===== src/hw/dsas_pkg.sv =====
// How it works
// - oscillator select picks RC or crystal
// - crystal mode divides oscillator by fifteen
// - nominal cycle 400 ms, integrate 100 ms
// - phases: zero, integrate, deintegrate, integrator zero
// - system zero grounds buffer, closes loop
// - signal integrate lasts 16384 ticks
// - counter runs until comparator zero crossing
// - crossing loads latches, drops valid flag
// - deintegrate bounded at 32678 ticks
// - integrator zero lasts 4096 ticks
// - run/hold low holds system zero
// - conversion starts only with run/hold high
// - valid flag high ignores run/hold
// - run/hold low after crossing ends deintegrate
// - result is sign plus fifteen magnitude bits
// - sign valid below one LSB
// - sixteen latched outputs with three-state release
// - two controls plus three dual-purpose strobes
package dsas_pkg;

    ////////////////////////////////////////////////////////////////////////
    localparam int unsigned SYS_CLK_MHZ     = 250;
    localparam logic [3:0]  PRESCALE_XTAL   = 4'hF;
    localparam logic [3:0]  PRESCALE_RC     = 4'h1;
    localparam int unsigned NOMINAL_TICK_HZ = 163840;
    localparam int unsigned CYCLE_MS        = 400;
    localparam int unsigned SIG_MS          = 100;
    localparam int unsigned CYCLE_TICKS     = CYCLE_MS * NOMINAL_TICK_HZ / 1000;
    localparam int unsigned SIG_TICKS       = SIG_MS * NOMINAL_TICK_HZ / 1000;
    localparam int unsigned REF_TICKS       = 32678;
    localparam int unsigned INT_TICKS       = 4096;
    localparam int unsigned SYS_TICKS       = CYCLE_TICKS - SIG_TICKS - REF_TICKS - INT_TICKS;
    localparam int unsigned MAG_MAX_TICKS   = 32768;

    ////////////////////////////////////////////////////////////////////////
    localparam logic [7:0]  ADDR_CTRL   = 8'h00;
    localparam logic [7:0]  ADDR_STATUS = 8'h04;
    localparam logic [7:0]  ADDR_RESULT = 8'h08;
    localparam logic [1:0]  RESP_OKAY   = 2'h0;
    localparam logic [1:0]  RESP_SLVERR = 2'h2;

    typedef struct packed {
        logic strobe_mode;
        logic data_oe;
        logic run_hold;
        logic osc_crystal;
    } dsas_ctrl_t;

    localparam logic [3:0] CTRL_RESET = 4'h1;

    typedef enum logic [1:0] {
        PH_SYS_ZERO,
        PH_SIG_INT,
        PH_REF_INT,
        PH_INT_ZERO
    } dsas_phase_t;

    typedef struct packed {
        logic buf_to_common;
        logic loop_closed;
        logic input_to_int;
        logic ref_to_int;
        logic comp_to_buf;
    } dsas_switch_t;

endpackage


===== src/hw/dsas_sequencer.sv =====
`timescale 1ns/100ps
module dsas_sequencer #(
    parameter int unsigned SIG_TICKS = dsas_pkg::SIG_TICKS,
    parameter int unsigned REF_TICKS = dsas_pkg::REF_TICKS,
    parameter int unsigned SYS_TICKS = dsas_pkg::SYS_TICKS
) (
    // clock and reset
    input  wire logic                  sys_clk,
    input  wire logic                  rst,
    // axi4-lite slave
    input  wire logic [7:0]            s_axi_awaddr,
    input  wire logic                  s_axi_awvalid,
    output logic                       s_axi_awready,
    input  wire logic [31:0]           s_axi_wdata,
    input  wire logic [3:0]            s_axi_wstrb,
    input  wire logic                  s_axi_wvalid,
    output logic                       s_axi_wready,
    output logic [1:0]                 s_axi_bresp,
    output logic                       s_axi_bvalid,
    input  wire logic                  s_axi_bready,
    input  wire logic [7:0]            s_axi_araddr,
    input  wire logic                  s_axi_arvalid,
    output logic                       s_axi_arready,
    output logic [31:0]                s_axi_rdata,
    output logic [1:0]                 s_axi_rresp,
    output logic                       s_axi_rvalid,
    input  wire logic                  s_axi_rready,
    // comparator from analog front end
    input  wire logic                  comp_zero,
    input  wire logic                  comp_polarity,
    // analog switch controls
    output dsas_pkg::dsas_switch_t     switches,
    // output latches and strobe pins
    output logic [15:0]                data_o,
    output logic                       data_oe,
    input  wire logic [2:0]            strobe_i,
    output logic [2:0]                 strobe_o,
    output logic [2:0]                 strobe_oe,
    output logic                       result_valid_flag
);

    if (REF_TICKS > dsas_pkg::MAG_MAX_TICKS || REF_TICKS < 2 || SIG_TICKS < 2
        || SIG_TICKS > 65536 || SYS_TICKS < 2 || SYS_TICKS > 65536)
    begin : g_bad_params
        $error("dsas_sequencer: phase lengths out of range");
    end

    ////////////////////////////////////////////////////////////////////////
    // register file
    dsas_pkg::dsas_ctrl_t ctrl;
    dsas_pkg::dsas_ctrl_t next_ctrl;
    logic                 aw_held;
    logic [7:0]           aw_addr_q;
    logic                 w_held;
    logic [31:0]          w_data_q;
    logic [3:0]           w_strb_q;

    wire        aw_take   = s_axi_awvalid && s_axi_awready;
    wire        w_take    = s_axi_wvalid && s_axi_wready;
    wire        have_aw   = aw_held || aw_take;
    wire        have_w    = w_held || w_take;
    wire        do_write  = have_aw && have_w && !s_axi_bvalid;
    wire [7:0]  wr_addr   = aw_held ? aw_addr_q : s_axi_awaddr;
    wire [31:0] wr_data   = w_held ? w_data_q : s_axi_wdata;
    wire [3:0]  wr_strb   = w_held ? w_strb_q : s_axi_wstrb;
    wire        wr_ctrl   = do_write && wr_addr == dsas_pkg::ADDR_CTRL;
    wire        wr_mapped = wr_ctrl || wr_addr == dsas_pkg::ADDR_STATUS
                            || wr_addr == dsas_pkg::ADDR_RESULT;

    assign s_axi_awready = !aw_held && !s_axi_bvalid;
    assign s_axi_wready  = !w_held && !s_axi_bvalid;
    assign s_axi_arready = !s_axi_rvalid;

    // status and result are read-only; writes to them are acknowledged and dropped
    assign next_ctrl = (wr_ctrl && wr_strb[0]) ? dsas_pkg::dsas_ctrl_t'(wr_data[3:0]) : ctrl;

    always_ff @(posedge sys_clk or posedge rst)
    begin
        if (rst)
        begin
            aw_held      <= 1'b0;
            aw_addr_q    <= 8'h00;
            w_held       <= 1'b0;
            w_data_q     <= 32'h00000000;
            w_strb_q     <= 4'h0;
            s_axi_bvalid <= 1'b0;
            s_axi_bresp  <= dsas_pkg::RESP_OKAY;
            ctrl         <= dsas_pkg::dsas_ctrl_t'(dsas_pkg::CTRL_RESET);
        end
        else
        begin
            ctrl <= next_ctrl;
            if (do_write)
            begin
                aw_held      <= 1'b0;
                w_held       <= 1'b0;
                s_axi_bvalid <= 1'b1;
                s_axi_bresp  <= wr_mapped ? dsas_pkg::RESP_OKAY : dsas_pkg::RESP_SLVERR;
            end
            else
            begin
                if (aw_take)
                begin
                    aw_held   <= 1'b1;
                    aw_addr_q <= s_axi_awaddr;
                end
                if (w_take)
                begin
                    w_held   <= 1'b1;
                    w_data_q <= s_axi_wdata;
                    w_strb_q <= s_axi_wstrb;
                end
                if (s_axi_bvalid && s_axi_bready)
                    s_axi_bvalid <= 1'b0;
            end
        end
    end

    ////////////////////////////////////////////////////////////////////////
    // prescaler and phase sequencer
    dsas_pkg::dsas_phase_t phase;
    dsas_pkg::dsas_phase_t next_phase;
    logic [3:0]            pre;
    logic [15:0]           phase_cnt;
    logic [14:0]           ref_count;
    logic                  sign_q;
    logic [15:0]           result;

    wire [3:0]  pre_mod = ctrl.osc_crystal ? dsas_pkg::PRESCALE_XTAL
                                           : dsas_pkg::PRESCALE_RC;
    wire        tick    = pre == pre_mod - 4'h1;
    wire [15:0] last_sys = 16'(SYS_TICKS - 1);
    wire [15:0] last_sig = 16'(SIG_TICKS - 1);
    wire [15:0] last_ref = 16'(REF_TICKS - 1);
    wire [15:0] last_int = 16'(dsas_pkg::INT_TICKS - 1);
    wire [15:0] phase_last = (phase == dsas_pkg::PH_SYS_ZERO) ? last_sys :
                             (phase == dsas_pkg::PH_SIG_INT)  ? last_sig :
                             (phase == dsas_pkg::PH_REF_INT)  ? last_ref : last_int;
    wire        at_last    = phase_cnt == phase_last;
    wire        phase_done = tick && at_last;
    wire        in_ref     = phase == dsas_pkg::PH_REF_INT;
    // system zero holds at its end until run/hold asks for a conversion
    wire        go_sig     = phase == dsas_pkg::PH_SYS_ZERO && phase_done && ctrl.run_hold;
    // run/hold only counts once the result is latched
    wire        early_end  = in_ref && !result_valid_flag && !ctrl.run_hold;
    wire        crossing   = in_ref && result_valid_flag && comp_zero;
    wire        ref_timeout = in_ref && result_valid_flag && phase_done;
    wire        load       = crossing || ref_timeout;
    wire        advance    = go_sig || early_end
                             || (phase != dsas_pkg::PH_SYS_ZERO && phase_done);

    always_comb
    begin
        next_phase = phase;
        if (advance)
        begin
            unique case (phase)
                dsas_pkg::PH_SYS_ZERO: next_phase = dsas_pkg::PH_SIG_INT;
                dsas_pkg::PH_SIG_INT:  next_phase = dsas_pkg::PH_REF_INT;
                dsas_pkg::PH_REF_INT:  next_phase = dsas_pkg::PH_INT_ZERO;
                dsas_pkg::PH_INT_ZERO: next_phase = dsas_pkg::PH_SYS_ZERO;
            endcase
        end
    end

    always_ff @(posedge sys_clk or posedge rst)
    begin
        if (rst)
        begin
            pre       <= 4'h0;
            phase     <= dsas_pkg::PH_SYS_ZERO;
            phase_cnt <= 16'h0000;
        end
        else
        begin
            pre   <= tick ? 4'h0 : pre + 4'h1;
            phase <= next_phase;
            if (advance)
                phase_cnt <= 16'h0000;
            else if (tick && !at_last)
                phase_cnt <= phase_cnt + 16'h0001;
        end
    end

    ////////////////////////////////////////////////////////////////////////
    // magnitude counter, sign and output latches
    always_ff @(posedge sys_clk or posedge rst)
    begin
        if (rst)
        begin
            ref_count         <= 15'h0000;
            sign_q            <= 1'b0;
            result            <= 16'h0000;
            result_valid_flag <= 1'b0;
        end
        else
        begin
            if (phase != dsas_pkg::PH_REF_INT)
                ref_count <= 15'h0000;
            else if (result_valid_flag && tick && !load)
                ref_count <= ref_count + 15'h0001;
            // polarity is taken at the end of integration, so it is valid near zero
            if (phase == dsas_pkg::PH_SIG_INT && phase_done)
                sign_q <= comp_polarity;
            if (load)
                result <= {sign_q, ref_count};
            if (go_sig)
                result_valid_flag <= 1'b1;
            else if (load)
                result_valid_flag <= 1'b0;
        end
    end

    // the switch decode follows the phase register directly
    assign switches.buf_to_common = phase == dsas_pkg::PH_SYS_ZERO;
    assign switches.loop_closed   = phase == dsas_pkg::PH_SYS_ZERO;
    assign switches.input_to_int  = phase == dsas_pkg::PH_SIG_INT;
    assign switches.ref_to_int    = in_ref;
    assign switches.comp_to_buf   = phase == dsas_pkg::PH_INT_ZERO;

    assign data_o    = result;
    assign data_oe   = ctrl.data_oe;
    assign strobe_oe = {3{ctrl.strobe_mode}};

    always_ff @(posedge sys_clk or posedge rst)
    begin
        if (rst)
            strobe_o <= 3'h0;
        else
            strobe_o <= {early_end || (in_ref && phase_done), go_sig, load};
    end

    ////////////////////////////////////////////////////////////////////////
    // register readback
    wire [31:0] status_word = {25'h0000000, strobe_i, result_valid_flag, sign_q, phase};
    wire [31:0] rd_word = (s_axi_araddr == dsas_pkg::ADDR_CTRL)   ? {28'h0000000, ctrl} :
                          (s_axi_araddr == dsas_pkg::ADDR_STATUS) ? status_word :
                          (s_axi_araddr == dsas_pkg::ADDR_RESULT) ? {16'h0000, result} :
                          32'h00000000;
    wire        rd_mapped = s_axi_araddr == dsas_pkg::ADDR_CTRL
                            || s_axi_araddr == dsas_pkg::ADDR_STATUS
                            || s_axi_araddr == dsas_pkg::ADDR_RESULT;

    always_ff @(posedge sys_clk or posedge rst)
    begin
        if (rst)
        begin
            s_axi_rvalid <= 1'b0;
            s_axi_rdata  <= 32'h00000000;
            s_axi_rresp  <= dsas_pkg::RESP_OKAY;
        end
        else if (s_axi_arvalid && s_axi_arready)
        begin
            s_axi_rvalid <= 1'b1;
            s_axi_rdata  <= rd_word;
            s_axi_rresp  <= rd_mapped ? dsas_pkg::RESP_OKAY : dsas_pkg::RESP_SLVERR;
        end
        else if (s_axi_rvalid && s_axi_rready)
            s_axi_rvalid <= 1'b0;
    end
endmodule


===== config.mk =====
export PLATFORM = sky130hd
export DESIGN_NAME = dsas_sequencer
export DESIGN_NICKNAME = d
export VERILOG_FILES = /design/src/hw/dsas_pkg.sv /design/src/hw/dsas_sequencer.sv
export SDC_FILE = /design/constraint.sdc
export NUM_CORES = 1
export LEC_CHECK = 0
export BUFFER_PORTS_ARGS = -buffer_cell sky130_fd_sc_hd__buf_4
export CORE_MARGIN = 5
export CORE_UTILIZATION = 45
export CTS_BUF_LIST = sky130_fd_sc_hd__clkbuf_8
export CTS_CLUSTER_SIZE = 10
export DETAILED_ROUTE_END_ITERATION = 10
export GPL_TIMING_DRIVEN = 0
export PLACE_DENSITY = 0.7
export SLEW_MARGIN = 10
export SYNTH_ARGS = -nofsm -noshare
export SYNTH_HDL_FRONTEND = slang
export SYNTH_SLANG_ARGS = --single-unit

===== constraint.sdc =====
create_clock -name sys_clk -period 5.5 [get_ports sys_clk]
set_clock_uncertainty 0.2 [all_clocks]
set_input_delay 1.1 -clock sys_clk [delete_from_list [all_inputs] [get_ports sys_clk]]
set_output_delay 1.1 -clock sys_clk [all_outputs]
set_load 0.02 [all_outputs]

-- Word level (Yosys, flattened, before mapping)
Cells that the tools add are included.
- add/subtract/negate cells: 4
- equal/unequal tests: 10
- muxes and demuxes: 28
- bitwise gates (word level): 1
- reductions and logical operators: 56
- operators with widths (cell ; number):
    16-bit 2-to-1 mux ; 5
    15-bit 2-to-1 mux ; 5
    1-bit logical AND ; 25
    16-bit by 1-bit adder with 16-bit output (second input constant) ; 1
    16-bit by 15-bit == test with 1-bit output ; 1
    8-bit by 3-bit == test with 1-bit output (second input constant) ; 2
    8-bit by 4-bit == test with 1-bit output (second input constant) ; 2
    8-bit zero test ; 2
    2-bit nonzero test ; 8
    15-bit by 1-bit adder with 15-bit output (second input constant) ; 1
    4-bit 2-to-1 mux ; 3
    1-bit 2-to-1 mux ; 11
    1-bit logical OR ; 10
    1-bit zero test ; 8
    8-bit 2-to-1 mux ; 1
    2-bit case mux with 4 select lines ; 1
    4-bit by 1-bit adder with 4-bit output (second input constant) ; 1
    2-bit == test (second input constant) ; 2
    4-bit == test ; 1
    2-bit 2-to-1 mux ; 2
    2-bit AND reduction ; 2
    4-bit by 1-bit subtractor with 4-bit output (second input constant) ; 1
    2-bit by 1-bit == test with 1-bit output (second input constant) ; 1
    2-bit zero test ; 1
    2 further kinds ; 2
- register bits: 115
- input port bits: 64
- output and inout port bits: 70
- word-level logic and storage cells: 121

-- Logic depth before layout (Yosys ltp)
- word-level depth: 12
- mapped depth: 11
- gate-level depth less buffers: 8

-- Worst setup path after synthesis
No wires, ideal clock.
- path kind: input -> register
- start: input s_axi_awaddr[0]
- end: register ctrl[0] in the netlist's numbering
- library setup time: 0.073 ns
- arrival: 2.560 ns
- required time: 5.227 ns
- slack: 2.667 ns
- cell stages on the path: 6
- path buffers: 0
- path through: or4_1 -> nor4_1 -> a31oi_1 -> nor4_2 -> nor2_1 -> a21oi_1
- longest elaborated chain between the ends: 4
- ends and longest elaborated chain (element ; line ; text):
    start: declaration ; dsas_sequencer.sv:11 ; input wire logic [7:0] s_axi_awaddr,
    8-bit 2-to-1 mux ; dsas_sequencer.sv:63 ; wire [7:0] wr_addr = aw_held ? aw_addr_q : s_axi_awaddr;
    8-bit zero test ; dsas_sequencer.sv:66 ; wire wr_ctrl = do_write && wr_addr == dsas_pkg::ADDR_CTRL;
    1-bit logical AND ; dsas_sequencer.sv:66 ;
    1-bit logical AND ; dsas_sequencer.sv:75 ; assign next_ctrl = (wr_ctrl && wr_strb[0]) ? dsas_pkg::dsas_ctrl_t'(wr_data[3:0]) : ctrl;
    end signal: assignment ; dsas_sequencer.sv:88 ; ctrl <= dsas_pkg::dsas_ctrl_t'(dsas_pkg::CTRL_RESET);
    end signal: assignment ; dsas_sequencer.sv:92 ; ctrl <= next_ctrl;
    end: declaration ; dsas_sequencer.sv:50 ; dsas_pkg::dsas_ctrl_t ctrl;
No other way between the ends.
A chain may end at the register's enable or synchronous reset.

-- Worst setup path after layout
- start: register phase[0]
- end: register phase[1]
- longest elaborated chain between the ends: 10
- elaborated cells between the ends (all ways): 18
- classes of those cells: 4 x eq/ne; 4 x mux; 10 x reduce/logical
- ends and longest elaborated chain (element ; line ; text):
    start: declaration ; dsas_sequencer.sv:121 ; dsas_pkg::dsas_phase_t phase;
    start signal: assignment ; dsas_sequencer.sv:171 ; phase <= dsas_pkg::PH_SYS_ZERO;
    start signal: assignment ; dsas_sequencer.sv:177 ; phase <= next_phase;
    2-bit == test * ; dsas_sequencer.sv:141 ; wire in_ref = phase == dsas_pkg::PH_REF_INT;
    via in_ref ; dsas_sequencer.sv:141 ;
    15-bit 2-to-1 mux ; dsas_sequencer.sv:138 ; (phase == dsas_pkg::PH_REF_INT) ? last_ref : last_int;
    15-bit 2-to-1 mux ; dsas_sequencer.sv:137 ; (phase == dsas_pkg::PH_SIG_INT) ? last_sig :
    15-bit 2-to-1 mux ; dsas_sequencer.sv:136 ; wire [15:0] phase_last = (phase == dsas_pkg::PH_SYS_ZERO) ? last_sys :
    16-bit by 15-bit == test with 1-bit output ; dsas_sequencer.sv:139 ; wire at_last = phase_cnt == phase_last;
    1-bit logical AND ; dsas_sequencer.sv:140 ; wire phase_done = tick && at_last;
    1-bit logical AND (2 in series) ; dsas_sequencer.sv:143 ; wire go_sig = phase == dsas_pkg::PH_SYS_ZERO && phase_done && ctrl.run_hold;
    1-bit logical OR ; dsas_sequencer.sv:149 ; wire advance = go_sig || early_end
    1-bit logical OR ; dsas_sequencer.sv:150 ; || (phase != dsas_pkg::PH_SYS_ZERO && phase_done);
Mark *: on every way through the listed nets, which the timed path passes. The rest lies on a longest branch.

==> run metrics <==
CP Data Required Time ~5.5 ns; vias roughly 3.7k; Static Leak around 0.0028 uW; setup TNS 0 ns; Crit Path Class reg -> reg; Crit path max-delay family simple AND/OR/NAND/NOR gates; remaining antenna violation count after routing 0; type of origin of the critical path flop; Die X 114 um; # port buffers between 80 and 90; critical path depth 9; Syn Area/Cell roughly 11 sq um; Async SR Flop Fraction 100%; max cap viols 0; EDFF count, synth 0; fin crit share between 50% and 60%; met3 Use GR approximately 2.7%; vias in the first global route approximately 3.6k; Longest Clk Path Bufs 2; GPL Wtd Cong 0.787; Most Used Layer, Global Route met2; grt total ovfl 0; # DRC 0; number of cells on the worst reg-to-reg path 9; area of the die between 10,000 and 15,000 sq um; commonest cells in the netlist dfrtp_1, nor2_1, nand2_1, a21oi_1; most frequent CP cell inv_1; Area Overhead vs Synth 22.8%; Synth Flop Type dfrtp_1; Slew HR 36.7%; sequential fraction of the synthesis area 50.1%; worst-margin pin slew roughly 0.95 ns; status complete, no violations; Crit-path slowest cell dfrtp_1; CTS tree built; GRT Total Usage 16.6%; met2 GRT Util 27.7%; CTS resizes 0; Synth area leader dfrtp_1; CTS H-tree depth 3; crit-path max FO 9; Ports 134; row count 38; setup violators final 0; WHS Path Cells 2; clock root cell clkbuf_8; clock-pin slew on the worst setup and hold paths roughly 0.090 ns; Routed wire per std cell roughly 15 um; Fmax about 330 MHz; Synth Cell Area between 4000 and 5000 sq um; crit path cell chain inv_1 -> ha_1 -> inv_1 -> nor4_1 -> o2111ai_2 -> nor3_4 -> a22o_1 -> buf_2 -> mux2_2; flop and latch count out of synthesis between 90 and 100; fin. max-slew vios 0; clock sink total 97; CP Capture Type flop; pwr dens around 330 nW/um^2; drt initial violations approximately 260; post-CTS setup buffers 0; dpl hpwl around 8000 um; synth unique cells 50; largest net degree at the start of global routing between 50 and 60; WHS between 0.2 and 0.3 ns; Synth area leaders dfrtp_1, mux2_2, buf_4; most frequent cell after synthesis dfrtp_1; share of the synthesized area in the top cell type between 40% and 50%; Starting Density between 40% and 50%; yosys warns 0; final worst path period need ~3.0 ns; Peak VDD IR approximately 0.00020 V; filler cell count ~940; drt via density approximately 5.2; met1 GRT Util between 20% and 30%; drt total wl ~11,000 um; Net count, final around 640; Die H between 100 and 150 um; Critical Path Max Stage Delay approximately 0.49 ns; Final Hold Fails 0; CTS Hold Bufs 0; Syn Inst Count 453; Hold Path Class reg -> reg; share of cells above drive strength 1 30.4%; first-pass GRT wire length approximately 18,000 um; crit path DAT 3.07 ns; # diodes 0; multi-input logic area 2180 sq um; antenna violations before repair 0; 1st-pass router iterations 4; core area 10,700 sq um; CTS Buf Count 9; RSZ-0062 raised after global routing false; worst skew pair latency about 0.36 ns; CP bufs+invs 3; Reg area 2430 sq um
==> worst reg2reg max path, cell delays in order, from the launching register on <==
cell and delay [ns]:
dfrtp_1 0.49, inv_1 0.12, ha_1 0.22, inv_1 0.13, nor4_1 0.42, o2111ai_2 0.27, nor3_4 0.32, a22o_1 0.17
buf_2 0.22, mux2_2 0.36
==> worst paths after layout <==
path | slack, ns | end | from
min in group asynchronous | 0.59 | strobe_o[0] | rst
max in group asynchronous | 3.85 | phase_cnt[4] | rst
min reg2reg | 0.29 | s_axi_rresp[1] | s_axi_rresp[1]
max | 2.46 | phase[1] | phase[0]
min | 0.29 | s_axi_rresp[1] | s_axi_rresp[1]
max reg2reg | 2.46 | phase[1] | phase[0]
==> sequential cells by signal (all words and copies together), names as in the netlist, 2 cells and up <==
name,flops
strobe_o,3
ref_count,15
phase,2
pre,4
ctrl,2
s_axi_rdata,16
w_data_q,4
aw_addr_q,8
data_o,16
phase_cnt,16
==> area by class of cell <==
class,instances,share of cell area (%)
tap,140,2.94
clock buffer,11,2.54
sequential,97,40.8
inverter,10,0.672
clock inverter,5,1.05
multi-input combinational,321,36.5
timing repair buffer,84,10.9
buffer,42,4.54
==> where the power goes <==
part,internal (uW),leakage (uW),switching (uW)
logic,242,0.00145,303
clock network,238,0.000102,254
registers,827,0.00129,96.3
total,1310,0.00284,653
==> per-layer routing <==
metal / share of wire [%] / wire [um]
met5: 0 / 0
met4: 1.6 / 174
met1: 44 / 4790
met2: 48 / 5180
met3: 5.9 / 640
==> placed cells by master (no fill, tap or decap), drive strengths merged, types with 9 or more instances in the layout <==
cell type  instances
nand3             10
mux2              32
o31ai             10
nand2             29
clkbuf            21
xor2              14
conb              18
inv               11
mux2i             11
dfrtp             96
a21oi             27
nor2              39
or4                9
and3              10
o21ai             26
buf              116
a22o              10
==> cells by family (layout without fill, tap and decap cells) <==
logic type / count (synthesis) / after routing / share of synthesized area (%)
compound gates: 94 / 94 / 12.9
simple gates: 143 / 143 / 15.5
fa+ha+maj: 7 / 7 / 1.81
xor+xnor: 16 / 16 / 2.89
other cells: 1 / 18 / 0.0773
buf+inv: 52 / 152 / 6.35
flops: 97 / 97 / 50.1
mux: 43 / 43 / 10.4
==> through the flow <==
stage / area [sq um] / total power (uW) / cells / setup slack [ns] / util (%)
after floorplan: 4910 / 1310 / 470 / 1.67 / -
after global placement: 5710 / 1450 / 693 / 0.552 / 53.4
after detailed placement: 5740 / 1480 / 694 / 2.25 / 53.7
after CTS: 5950 / 1980 / 710 / 2.45 / 55.7
after global routing: 5950 / 2070 / 710 / 2.27 / 55.7
final: 5950 / 1960 / 710 / 2.46 / 55.7
(Power assumes the default switching activity.)
